<file path="config.mk">
export PLATFORM = sky130hd
export DESIGN_NAME = fpep_flash_seq
export DESIGN_NICKNAME = d
export VERILOG_FILES = /design/src/shared/fpep_pkg.sv /design/src/design/fpep_protect_dec.sv /design/src/design/fpep_flash_seq.sv
export SDC_FILE = /design/constraint.sdc
export NUM_CORES = 1
export LEC_CHECK = 0
export BUFFER_PORTS_ARGS = -buffer_cell sky130_fd_sc_hd__buf_2
export CAP_MARGIN = 20
export CORE_MARGIN = 2
export CORE_UTILIZATION = 43
export DETAILED_ROUTE_END_ITERATION = 12
export GPL_TIMING_DRIVEN = 0
export HOLD_SLACK_MARGIN = 0.15
export PLACE_DENSITY = 0.66
export SLEW_MARGIN = 20
export SYNTH_ARGS = -nofsm -noshare
export SYNTH_HDL_FRONTEND = slang
export SYNTH_SLANG_ARGS = --single-unit
</file>
<file path="constraint.sdc">
create_clock -name clk_sys -period 2.25 [get_ports clk_sys]
set_input_delay 0.1125 -clock clk_sys [delete_from_list [all_inputs] [get_ports clk_sys]]
set_output_delay 0.1125 -clock clk_sys [all_outputs]
set_load 0.05 [all_outputs]
</file>
<file path="src/shared/fpep_pkg.sv">
// Constants and types shared by the flash sequencer and protect decoder
package fpep_pkg;

    // Register and array map
    localparam logic [15:0] CTRL_ADDR  = 16'hFE08;
    localparam logic [15:0] PROT_ADDR  = 16'hFE09;
    localparam logic [15:0] USER_LO    = 16'hC000;
    localparam logic [15:0] USER_HI    = 16'hEFFF;
    localparam logic [15:0] VECT_LO    = 16'hFFD0;

    // Reset values
    localparam logic [3:0]  CTRL_RST   = 4'h0;
    localparam logic [7:0]  PROT_RST   = 8'h00;
    localparam logic [7:0]  PROT_OPEN  = 8'hFF;
    localparam logic [7:0]  RD_IDLE    = 8'h00;
    localparam logic [7:0]  RD_ERASED  = 8'hFF;

    // Field positions and widths
    localparam int          CTRL_W     = 4;
    localparam logic [1:0]  PROT_TOP   = 2'h3;
    localparam int          PAGE_BITS  = 7;
    localparam int          ROW_BITS   = 6;

    // Timing: clock period and least times, in ns
    localparam int          CLK_NS     = 50;
    localparam int          NVS_NS     = 10000;
    localparam int          RCV_NS     = 1000;
    localparam int          NVS_CYC    = (NVS_NS + CLK_NS - 1) / CLK_NS;
    localparam int          RCV_CYC    = (RCV_NS + CLK_NS - 1) / CLK_NS;
    localparam int          TMR_W      = 8;

    // Control register, bits 3 down to 0
    typedef struct packed {
        logic high_voltage_enable;
        logic mass;
        logic erase;
        logic program_select;
    } fpep_ctrl_t;

    // Bus request from the core
    typedef struct packed {
        logic [15:0] addr;
        logic [7:0]  wdata;
        logic        wr;
        logic        rd;
    } fpep_bus_t;

    // Program byte towards the array
    typedef struct packed {
        logic [15:0] addr;
        logic [7:0]  data;
        logic        strobe;
    } fpep_prog_t;

    // Sequencer states
    typedef enum logic [2:0] {
        SEQ_IDLE,
        SEQ_ARMED,
        SEQ_READY,
        SEQ_HIGHV,
        SEQ_RECOVER
    } fpep_seq_t;

endpackage

</file>
<file path="src/design/fpep_protect_dec.sv">
// Block protect decoder: start address and protected-target check
`timescale 1ns/10ps
module fpep_protect_dec (
    input  wire logic [7:0]  protectStartBits,
    input  wire logic [15:0] targetAddr,
    input  wire logic        massSel,
    output logic      [15:0] protectStart,
    output logic             protectedHit
);
    logic protectOff;

    // Upper seven bits land on address bits 13..7, page aligned
    assign protectStart = {fpep_pkg::PROT_TOP, protectStartBits[7:1],
                           {fpep_pkg::PAGE_BITS{1'b0}}};

    // Lowest bit only counts in the all-ones open code
    assign protectOff = (protectStartBits == fpep_pkg::PROT_OPEN);

    // Range runs to the top of the map; mass erase hits any range
    always_comb begin
        if (protectOff) begin
            protectedHit = 1'b0;
        end else if (massSel) begin
            protectedHit = 1'b1;
        end else begin
            protectedHit = (targetAddr >= protectStart);
        end
    end
endmodule // fpep_protect_dec

</file>
<file path="src/design/fpep_flash_seq.sv">
// Flash program and erase sequencer with block protection
// Summary of operation
// Mass erase: software sets erase and mass, then writes into flash.
// Mass erase: software holds high voltage 4ms, drops erase, waits.
// Array reads stay blocked 1us after high voltage is cleared.
// A program row is 64 aligned bytes; low six bits pick the byte.
// With program select set, each array write address and data are kept.
// Program: set select, write into row, wait 10us, set high voltage.
// Software waits 5us after high voltage before the first byte.
// Software waits 30us per byte, then drops select, then voltage.
// Software never lets a byte's program time pass its maximum.
// Steps go in order; unrelated bus traffic may sit between them.
// Sequencing code runs from RAM, never from the flash array.
// High voltage cannot be set when the target is protected.
// Protected range runs from start address up to the map top.
// Protect value zero protects all; all ones protects nothing.
// Start address: bits 15..14 high, 13..7 from value, 6..0 low.
// Lowest protect bit only matters in the all-ones code.
// Start addresses fall only on 128-byte page boundaries.
// Program select and erase select are never both one.
// High voltage needs a select bit and the sequence so far.
// Control register bits 3..0, upper bits read zero, reset zero.
// Erased bits read one, programmed bits read zero.
// Mass erase counts as protected whenever any range is protected.
//
// Strobed register access was decided locally.
`timescale 1ns/10ps
module fpep_flash_seq (
    input  wire logic                 clk_sys,
    input  wire logic                 sys_rst,
    input  wire logic                 clkEn,
    input  wire fpep_pkg::fpep_bus_t  busReq,
    output logic               [7:0]  busRdData,
    input  wire logic          [7:0]  arrayRdData,
    output logic                      arrayRdEn,
    output fpep_pkg::fpep_ctrl_t      flashControl,
    output fpep_pkg::fpep_prog_t      progOut,
    output logic               [15:0] rowBase,
    output logic                      readBlocked
);
    fpep_pkg::fpep_ctrl_t ctrl_r;
    fpep_pkg::fpep_ctrl_t ctrl_nxt;
    fpep_pkg::fpep_ctrl_t wrCtrl;
    fpep_pkg::fpep_seq_t  seq_r;
    fpep_pkg::fpep_seq_t  seq_nxt;
    fpep_pkg::fpep_prog_t prog_r;
    fpep_pkg::fpep_prog_t prog_nxt;
    logic [7:0]           bpr_r;
    logic [7:0]           bpr_nxt;
    logic [15:0]          latch_r;
    logic [15:0]          latch_nxt;
    logic [fpep_pkg::TMR_W-1:0] tmr_r;
    logic [fpep_pkg::TMR_W-1:0] tmr_nxt;
    logic [7:0]           rd_r;
    logic [7:0]           rd_nxt;
    logic                 inFlash;
    logic                 arrayWr;
    logic                 ctrlWr;
    logic                 hvSetReq;
    logic                 hvSetOk;
    logic                 protHit;
    logic                 sameRow;
    logic                 selNow;
    logic [15:0]          protectStart;

    // Address decode of the flash ranges
    always_comb begin
        if (busReq.addr >= fpep_pkg::USER_LO &&
            busReq.addr <= fpep_pkg::USER_HI) begin
            inFlash = 1'b1;
        end else if (busReq.addr >= fpep_pkg::VECT_LO) begin
            inFlash = 1'b1;
        end else begin
            inFlash = 1'b0;
        end
    end

    // Strobe qualifiers
    assign arrayWr  = busReq.wr && inFlash;
    assign ctrlWr   = busReq.wr && (busReq.addr == fpep_pkg::CTRL_ADDR);
    assign wrCtrl   = busReq.wdata[fpep_pkg::CTRL_W-1:0];
    assign hvSetReq = ctrlWr && wrCtrl.high_voltage_enable;
    assign sameRow  = (busReq.addr[15:fpep_pkg::ROW_BITS] ==
                       latch_r[15:fpep_pkg::ROW_BITS]);

    // Protection checked against the latched target address
    fpep_protect_dec u_prot (
        .protectStartBits (bpr_r),
        .targetAddr       (latch_r),
        .massSel          (ctrl_r.erase && ctrl_r.mass),
        .protectStart     (protectStart),
        .protectedHit     (protHit)
    );

    // Voltage only after latch, setup wait and a clean protect check
    assign hvSetOk = (seq_r == fpep_pkg::SEQ_READY) &&
                     (ctrl_r.program_select || ctrl_r.erase) &&
                     !protHit;

    // Control and protect register writes
    always_comb begin
        ctrl_nxt = ctrl_r;
        bpr_nxt  = bpr_r;
        if (ctrlWr) begin
            ctrl_nxt.mass = wrCtrl.mass;
            // A write asking for both selects leaves them as they were
            if (!(wrCtrl.program_select && wrCtrl.erase)) begin
                ctrl_nxt.program_select = wrCtrl.program_select;
                ctrl_nxt.erase          = wrCtrl.erase;
            end
            if (!wrCtrl.high_voltage_enable) begin
                ctrl_nxt.high_voltage_enable = 1'b0;
            end else if (hvSetOk) begin
                ctrl_nxt.high_voltage_enable = 1'b1;
            end
        end
        if (busReq.wr && busReq.addr == fpep_pkg::PROT_ADDR) begin
            bpr_nxt = busReq.wdata;
        end
    end

    assign selNow = ctrl_nxt.program_select || ctrl_nxt.erase;

    // Sequencer, latch and program capture
    always_comb begin
        seq_nxt   = seq_r;
        tmr_nxt   = tmr_r;
        latch_nxt = latch_r;
        prog_nxt  = prog_r;
        prog_nxt.strobe = 1'b0;
        if (arrayWr && ctrl_r.program_select) begin
            prog_nxt.addr = busReq.addr;
            prog_nxt.data = busReq.wdata;
        end
        case (seq_r)
            fpep_pkg::SEQ_IDLE: begin
                // First array write with a select bit latches the target
                if (arrayWr && (ctrl_r.program_select || ctrl_r.erase)) begin
                    seq_nxt   = fpep_pkg::SEQ_ARMED;
                    latch_nxt = busReq.addr;
                    tmr_nxt   = fpep_pkg::TMR_W'(fpep_pkg::NVS_CYC);
                end
            end
            fpep_pkg::SEQ_ARMED: begin
                tmr_nxt = tmr_r - 1'b1;
                if (!selNow) begin
                    seq_nxt = fpep_pkg::SEQ_IDLE;
                end else if (tmr_r == 8'h01) begin
                    seq_nxt = fpep_pkg::SEQ_READY;
                end
            end
            fpep_pkg::SEQ_READY: begin
                if (ctrl_nxt.high_voltage_enable) begin
                    seq_nxt = fpep_pkg::SEQ_HIGHV;
                end else if (!selNow) begin
                    seq_nxt = fpep_pkg::SEQ_IDLE;
                end
            end
            fpep_pkg::SEQ_HIGHV: begin
                if (!ctrl_nxt.high_voltage_enable) begin
                    seq_nxt = fpep_pkg::SEQ_RECOVER;
                    tmr_nxt = fpep_pkg::TMR_W'(fpep_pkg::RCV_CYC);
                end else if (arrayWr && ctrl_r.program_select && sameRow) begin
                    prog_nxt.strobe = 1'b1;
                end
            end
            fpep_pkg::SEQ_RECOVER: begin
                tmr_nxt = tmr_r - 1'b1;
                if (tmr_r == 8'h01) begin
                    seq_nxt = fpep_pkg::SEQ_IDLE;
                end
            end
            default: begin
                seq_nxt = fpep_pkg::SEQ_IDLE;
            end
        endcase
    end

    // Reads blocked while voltage is up and through recovery
    assign readBlocked = (seq_r == fpep_pkg::SEQ_HIGHV) ||
                         (seq_r == fpep_pkg::SEQ_RECOVER);
    assign arrayRdEn   = busReq.rd && inFlash && !readBlocked;

    // Read data path, valid for one cycle only
    always_comb begin
        rd_nxt = fpep_pkg::RD_IDLE;
        if (busReq.rd) begin
            if (busReq.addr == fpep_pkg::CTRL_ADDR) begin
                rd_nxt = {4'h0, ctrl_r};
            end else if (busReq.addr == fpep_pkg::PROT_ADDR) begin
                rd_nxt = bpr_r;
            end else if (inFlash && readBlocked) begin
                // Blocked reads show the erased pattern, not stale data
                rd_nxt = fpep_pkg::RD_ERASED;
            end else if (inFlash) begin
                rd_nxt = arrayRdData;
            end
        end
    end

    // State registers; clock enable low freezes everything
    always_ff @(posedge clk_sys or posedge sys_rst) begin
        if (sys_rst) begin
            ctrl_r  <= fpep_pkg::CTRL_RST;
            bpr_r   <= fpep_pkg::PROT_RST;
            seq_r   <= fpep_pkg::SEQ_IDLE;
            tmr_r   <= '0;
            latch_r <= '0;
            prog_r  <= '0;
            rd_r    <= fpep_pkg::RD_IDLE;
        end else if (clkEn) begin
            ctrl_r  <= ctrl_nxt;
            bpr_r   <= bpr_nxt;
            seq_r   <= seq_nxt;
            tmr_r   <= tmr_nxt;
            latch_r <= latch_nxt;
            prog_r  <= prog_nxt;
            rd_r    <= rd_nxt;
        end
    end

    // Outputs straight from flip-flops
    assign busRdData    = rd_r;
    assign flashControl = ctrl_r;
    assign progOut      = prog_r;
    assign rowBase      = {latch_r[15:fpep_pkg::ROW_BITS],
                           {fpep_pkg::ROW_BITS{1'b0}}};
endmodule // fpep_flash_seq

</file>
==> metrics.md <==
| Metric | Value |
|---|---|
| Critical path capture point type | `flop` |
| HP Start | `busReq[0]` |
| Highest Clock Rate | `461 MHz` |
| H-Tree Depth | `3` |
| CP max FO | `5` |
| EDFF count, synth | `0` |
| GRT met3 Usage | `4.75%` |
| Setup TNS | `0 ns` |
| Layout Nets | `roughly 530` |
| I/O Pins | `92` |
| Synthesized flop and latch total | `72` |
| Antenna Nets Post-Route | `0` |
| Post-CTS setup buffer count | `0` |
| CTS tree | `done` |
| Outcome | `finished clean` |
| Clock latency at the later pin of the worst-skew pair | `0.34 ns` |
| Placer congestion estimate | `just over 0.9` |
| Root buffer cell | `clkbuf_8` |
| Final Critical Period | `between 2 and 2.5 ns` |
| Worst EP arrival | `2.40 ns` |
| Slew at the pin with the worst max-slew slack | `around 0.80 ns` |
| Sequential area share after synthesis | `46.9%` |
| Drt pass-1 iters | `4` |
| Placed Area | `approximately 4500 sq um` |
| Max_cap viols | `0` |
| First-pass GRT wire length | `16.3 mm` |
| Reg2reg start | `bpr_r[4]` |
| Crit path largest cell delay | `0.52 ns` |
| Cts bufs inserted | `9` |
| Top_reg_cell synth | `dfrtp_1` |
| Mapped Area | `3840 sq um` |
| Maximum buffer depth of the clock tree | `2` |
| Fillcell total | `779` |
| Clock Sinks | `just over 70` |
| Post-synthesis async set-or-reset flop share | `between 90% and 100%` |
| Hold Path End | `busRdData[4]` |
| Cell area after layout | `4950 sq um` |
| Setup-failing EPs final | `0` |
| Hold Path Depth | `3` |
| Number of antenna violations at the first check in global routing | `0` |
| Area of the multi-input gates | `between 1500 and 2000 sq um` |
| Yosys synthesis warning count | `0` |
| Initial drt markers | `193` |
| Grt met2 use | `34.6%` |
| Flop-to-flop setup slack | `0.18 ns` |
| GR Util All Layers | `20.8%` |
| Worst path required time | `2.48 ns` |
| Share of layout cells above drive strength 1 | `39.5%` |
| Core footprint | `8680 sq um` |
| Total power draw | `0.00316 W` |
| Area growth syn-to-layout | `28.8%` |
| Grt ovf | `0` |
| Crit Reg-Reg Endpoint | `seq_r[2]` |
| Skew final | `0.00618 ns` |
| Top Family by Delay on Critical Path | `simple AND/OR/NAND/NOR gates` |
| M1 GR Usage | `between 20% and 30%` |
| Worst setup SP type | `input port` |
| VDD IR-drop max | `0.000286 V` |
| Final Routed Wirelength | `9.70 mm` |
| Vias | `3154` |
| Worst path cell trace | `dlygate4sd3_1 -> buf_2 -> nand4_1 -> or4_4 -> nor4_4 -> o31ai_2 -> a21oi_2 -> mux2_1` |
| Pins over their slew limit | `0` |
| Crit-path slowest cell | `dlygate4sd3_1` |
| RSZ-0062 raised after global routing | `no` |
| DRC | `0` |
| # rows | `34` |
| Via/cell ratio | `about 5.3` |
| Setup CP Type | `in -> reg` |
| Die height | `98.6 um` |
| Most used routing layer | `met2` |
| Vias in the first global route | `3192` |
| Clk slew on worst S/H paths | `0.08 ns` |
| Hold Vio Cnt, Final | `0` |
| Largest net degree at the start of global routing | `56` |
| Die area | `9710 sq um` |
| Reg2Reg Depth | `8` |
| Unique masters post-synth | `58` |
| Post-Syn Area per Cell | `11.0 sq um` |
| Power Density | `639 nW/um^2` |
| Tightest Hold Check Type | `in -> reg` |
| WP buf/inv | `2` |
| Routed len/inst | `16.4 um` |
| Ant diodes | `0` |
| Register area | `1800 sq um` |
| Hpwl dp | `between 7 and 8 mm` |
| Mapped Cells | `350` |
| Die W | `just under 100 um` |
| Max-slew headroom | `between 40% and 50%` |
| Initial Util | `between 40% and 50%` |
| Leakage | `2.56 nW` |
| Buffers added on ports | `85` |
| Part of the cycle the worst path needs | `slightly below 100%` |
## state kept, by name (all words and copies together) (netlist names)
signal,count
seq_r,3
busRdData,8
progOut,25
tmr_r,8
latch_r,16
flashControl,4
bpr_r,8
## stage by stage
step                hold WS (ns)  setup slack (ns)  utilization (%)  std cells
global placement           0.363            -0.523             51.2        548
detailed placement        0.0708           -0.0964             51.5        549
finish                     0.193            0.0787             57.1        592
CTS                        0.167            0.0266             57.0        593
floorplan                  0.204           -0.0713                -        355
global route               0.190           0.00445             57.1        592
## cell type report
class	instances	share of cell area, %
clock buffer	12	3.34
tap	108	2.73
inverter	18	1.41
sequential	72	36.4
clock inverter	4	0.531
buffer	24	3.26
timing repair buffer	114	14.8
multi-input combinational	240	37.5
## how the worst max path moves through the flow
stage	start	endpoint	cells after the start
after detailed placement	busReq[20]	progOut[0]	9
after CTS	seq_r[2]	tmr_r[7]	7
after global placement	sys_rst	progOut[24]	2
final	busReq[23]	seq_r[2]	8
after global routing	busReq[23]	progOut[0]	9
after floorplan	seq_r[2]	busRdData[0]	6
## metal layers
metal	vias up	share of wire, %
met2	100	48
met1	1517	44
met4	0	0.99
li1	1527	-
met3	10	6.9
met5	-	0
## cells by family (layout without fill, tap and decap cells)
logic type	after synthesis	in the layout	synth area share (%)
compound gates	87	87	15.5
simple gates	82	82	12.8
flops	72	72	46.9
mux	46	46	13.5
buf+inv	43	172	6.05
xor+xnor	10	10	2.28
fa+ha+maj	9	9	2.93
other cells	1	6	0.0975
## synthesized netlist by cell type (all sizes together), types with 2 or more instances
cell type / count / area (sq um)
and4: 2 / 17.5
nor4: 6 / 67.6
dfrtp: 72 / 1800
o21a: 4 / 30.0
a31oi: 2 / 12.5
nand2b: 4 / 25.0
o21ai: 23 / 119
and3: 2 / 12.5
ha: 9 / 113
xnor2: 4 / 35.0
a32oi: 2 / 17.5
nand4: 6 / 43.8
o2bb2ai: 4 / 35.0
a211oi: 7 / 52.6
nor4b: 3 / 26.3
a21oi: 19 / 98.9
inv: 17 / 63.8
clkbuf: 4 / 15.0
nand2: 14 / 52.6
o22ai: 3 / 18.8
or2: 4 / 25.0
or4: 2 / 22.5
buf: 21 / 150
o31ai: 3 / 46.3
xor2: 6 / 52.6
nor3b: 2 / 15.0
nor3: 7 / 40.0
a21o: 9 / 67.6
mux2: 46 / 518
nand3: 5 / 30.0
nor2: 21 / 86.3
and2: 2 / 12.5
o2111ai: 2 / 17.5
## layout by cell type (no fill, tap or decap), drive strengths merged, types with 14 or more instances in the layout
cell         instances
clkbuf              15
nand2               14
mux2                46
dfrtp               72
dlygate4sd3         28
inv                 18
buf                107
nor2                21
a21oi               19
o21ai               23
## worst reg2reg max path, cell delays in order, from the launching register on
cell      delay, ns
dfrtp_1        0.43
inv_1          0.08
ha_1           0.30
a21o_1         0.20
a211oi_1       0.26
a211oi_1       0.12
o21ai_2        0.22
nor2_1         0.06
mux2_1         0.29
## what timing repair did
action	4_1_cts	5_1_grt
hold buffers	28	0
endpoints found under the hold margin	123	0
endpoints found under the setup margin	2	14
resized for setup	1	3
pin swaps	0	4
## report_power, final
group / leakage [nW] / total (W) / internal [W] / switching [W]
clock network: 0.0988 / 0.000976 / 0.000491 / 0.000485
logic: 1.48 / 0.000726 / 0.000285 / 0.000441
registers: 0.983 / 0.00146 / 0.00136 / 0.0000971
total: 2.56 / 0.00316 / 0.00214 / 0.00102
Power figures use the tool's default switching activity.
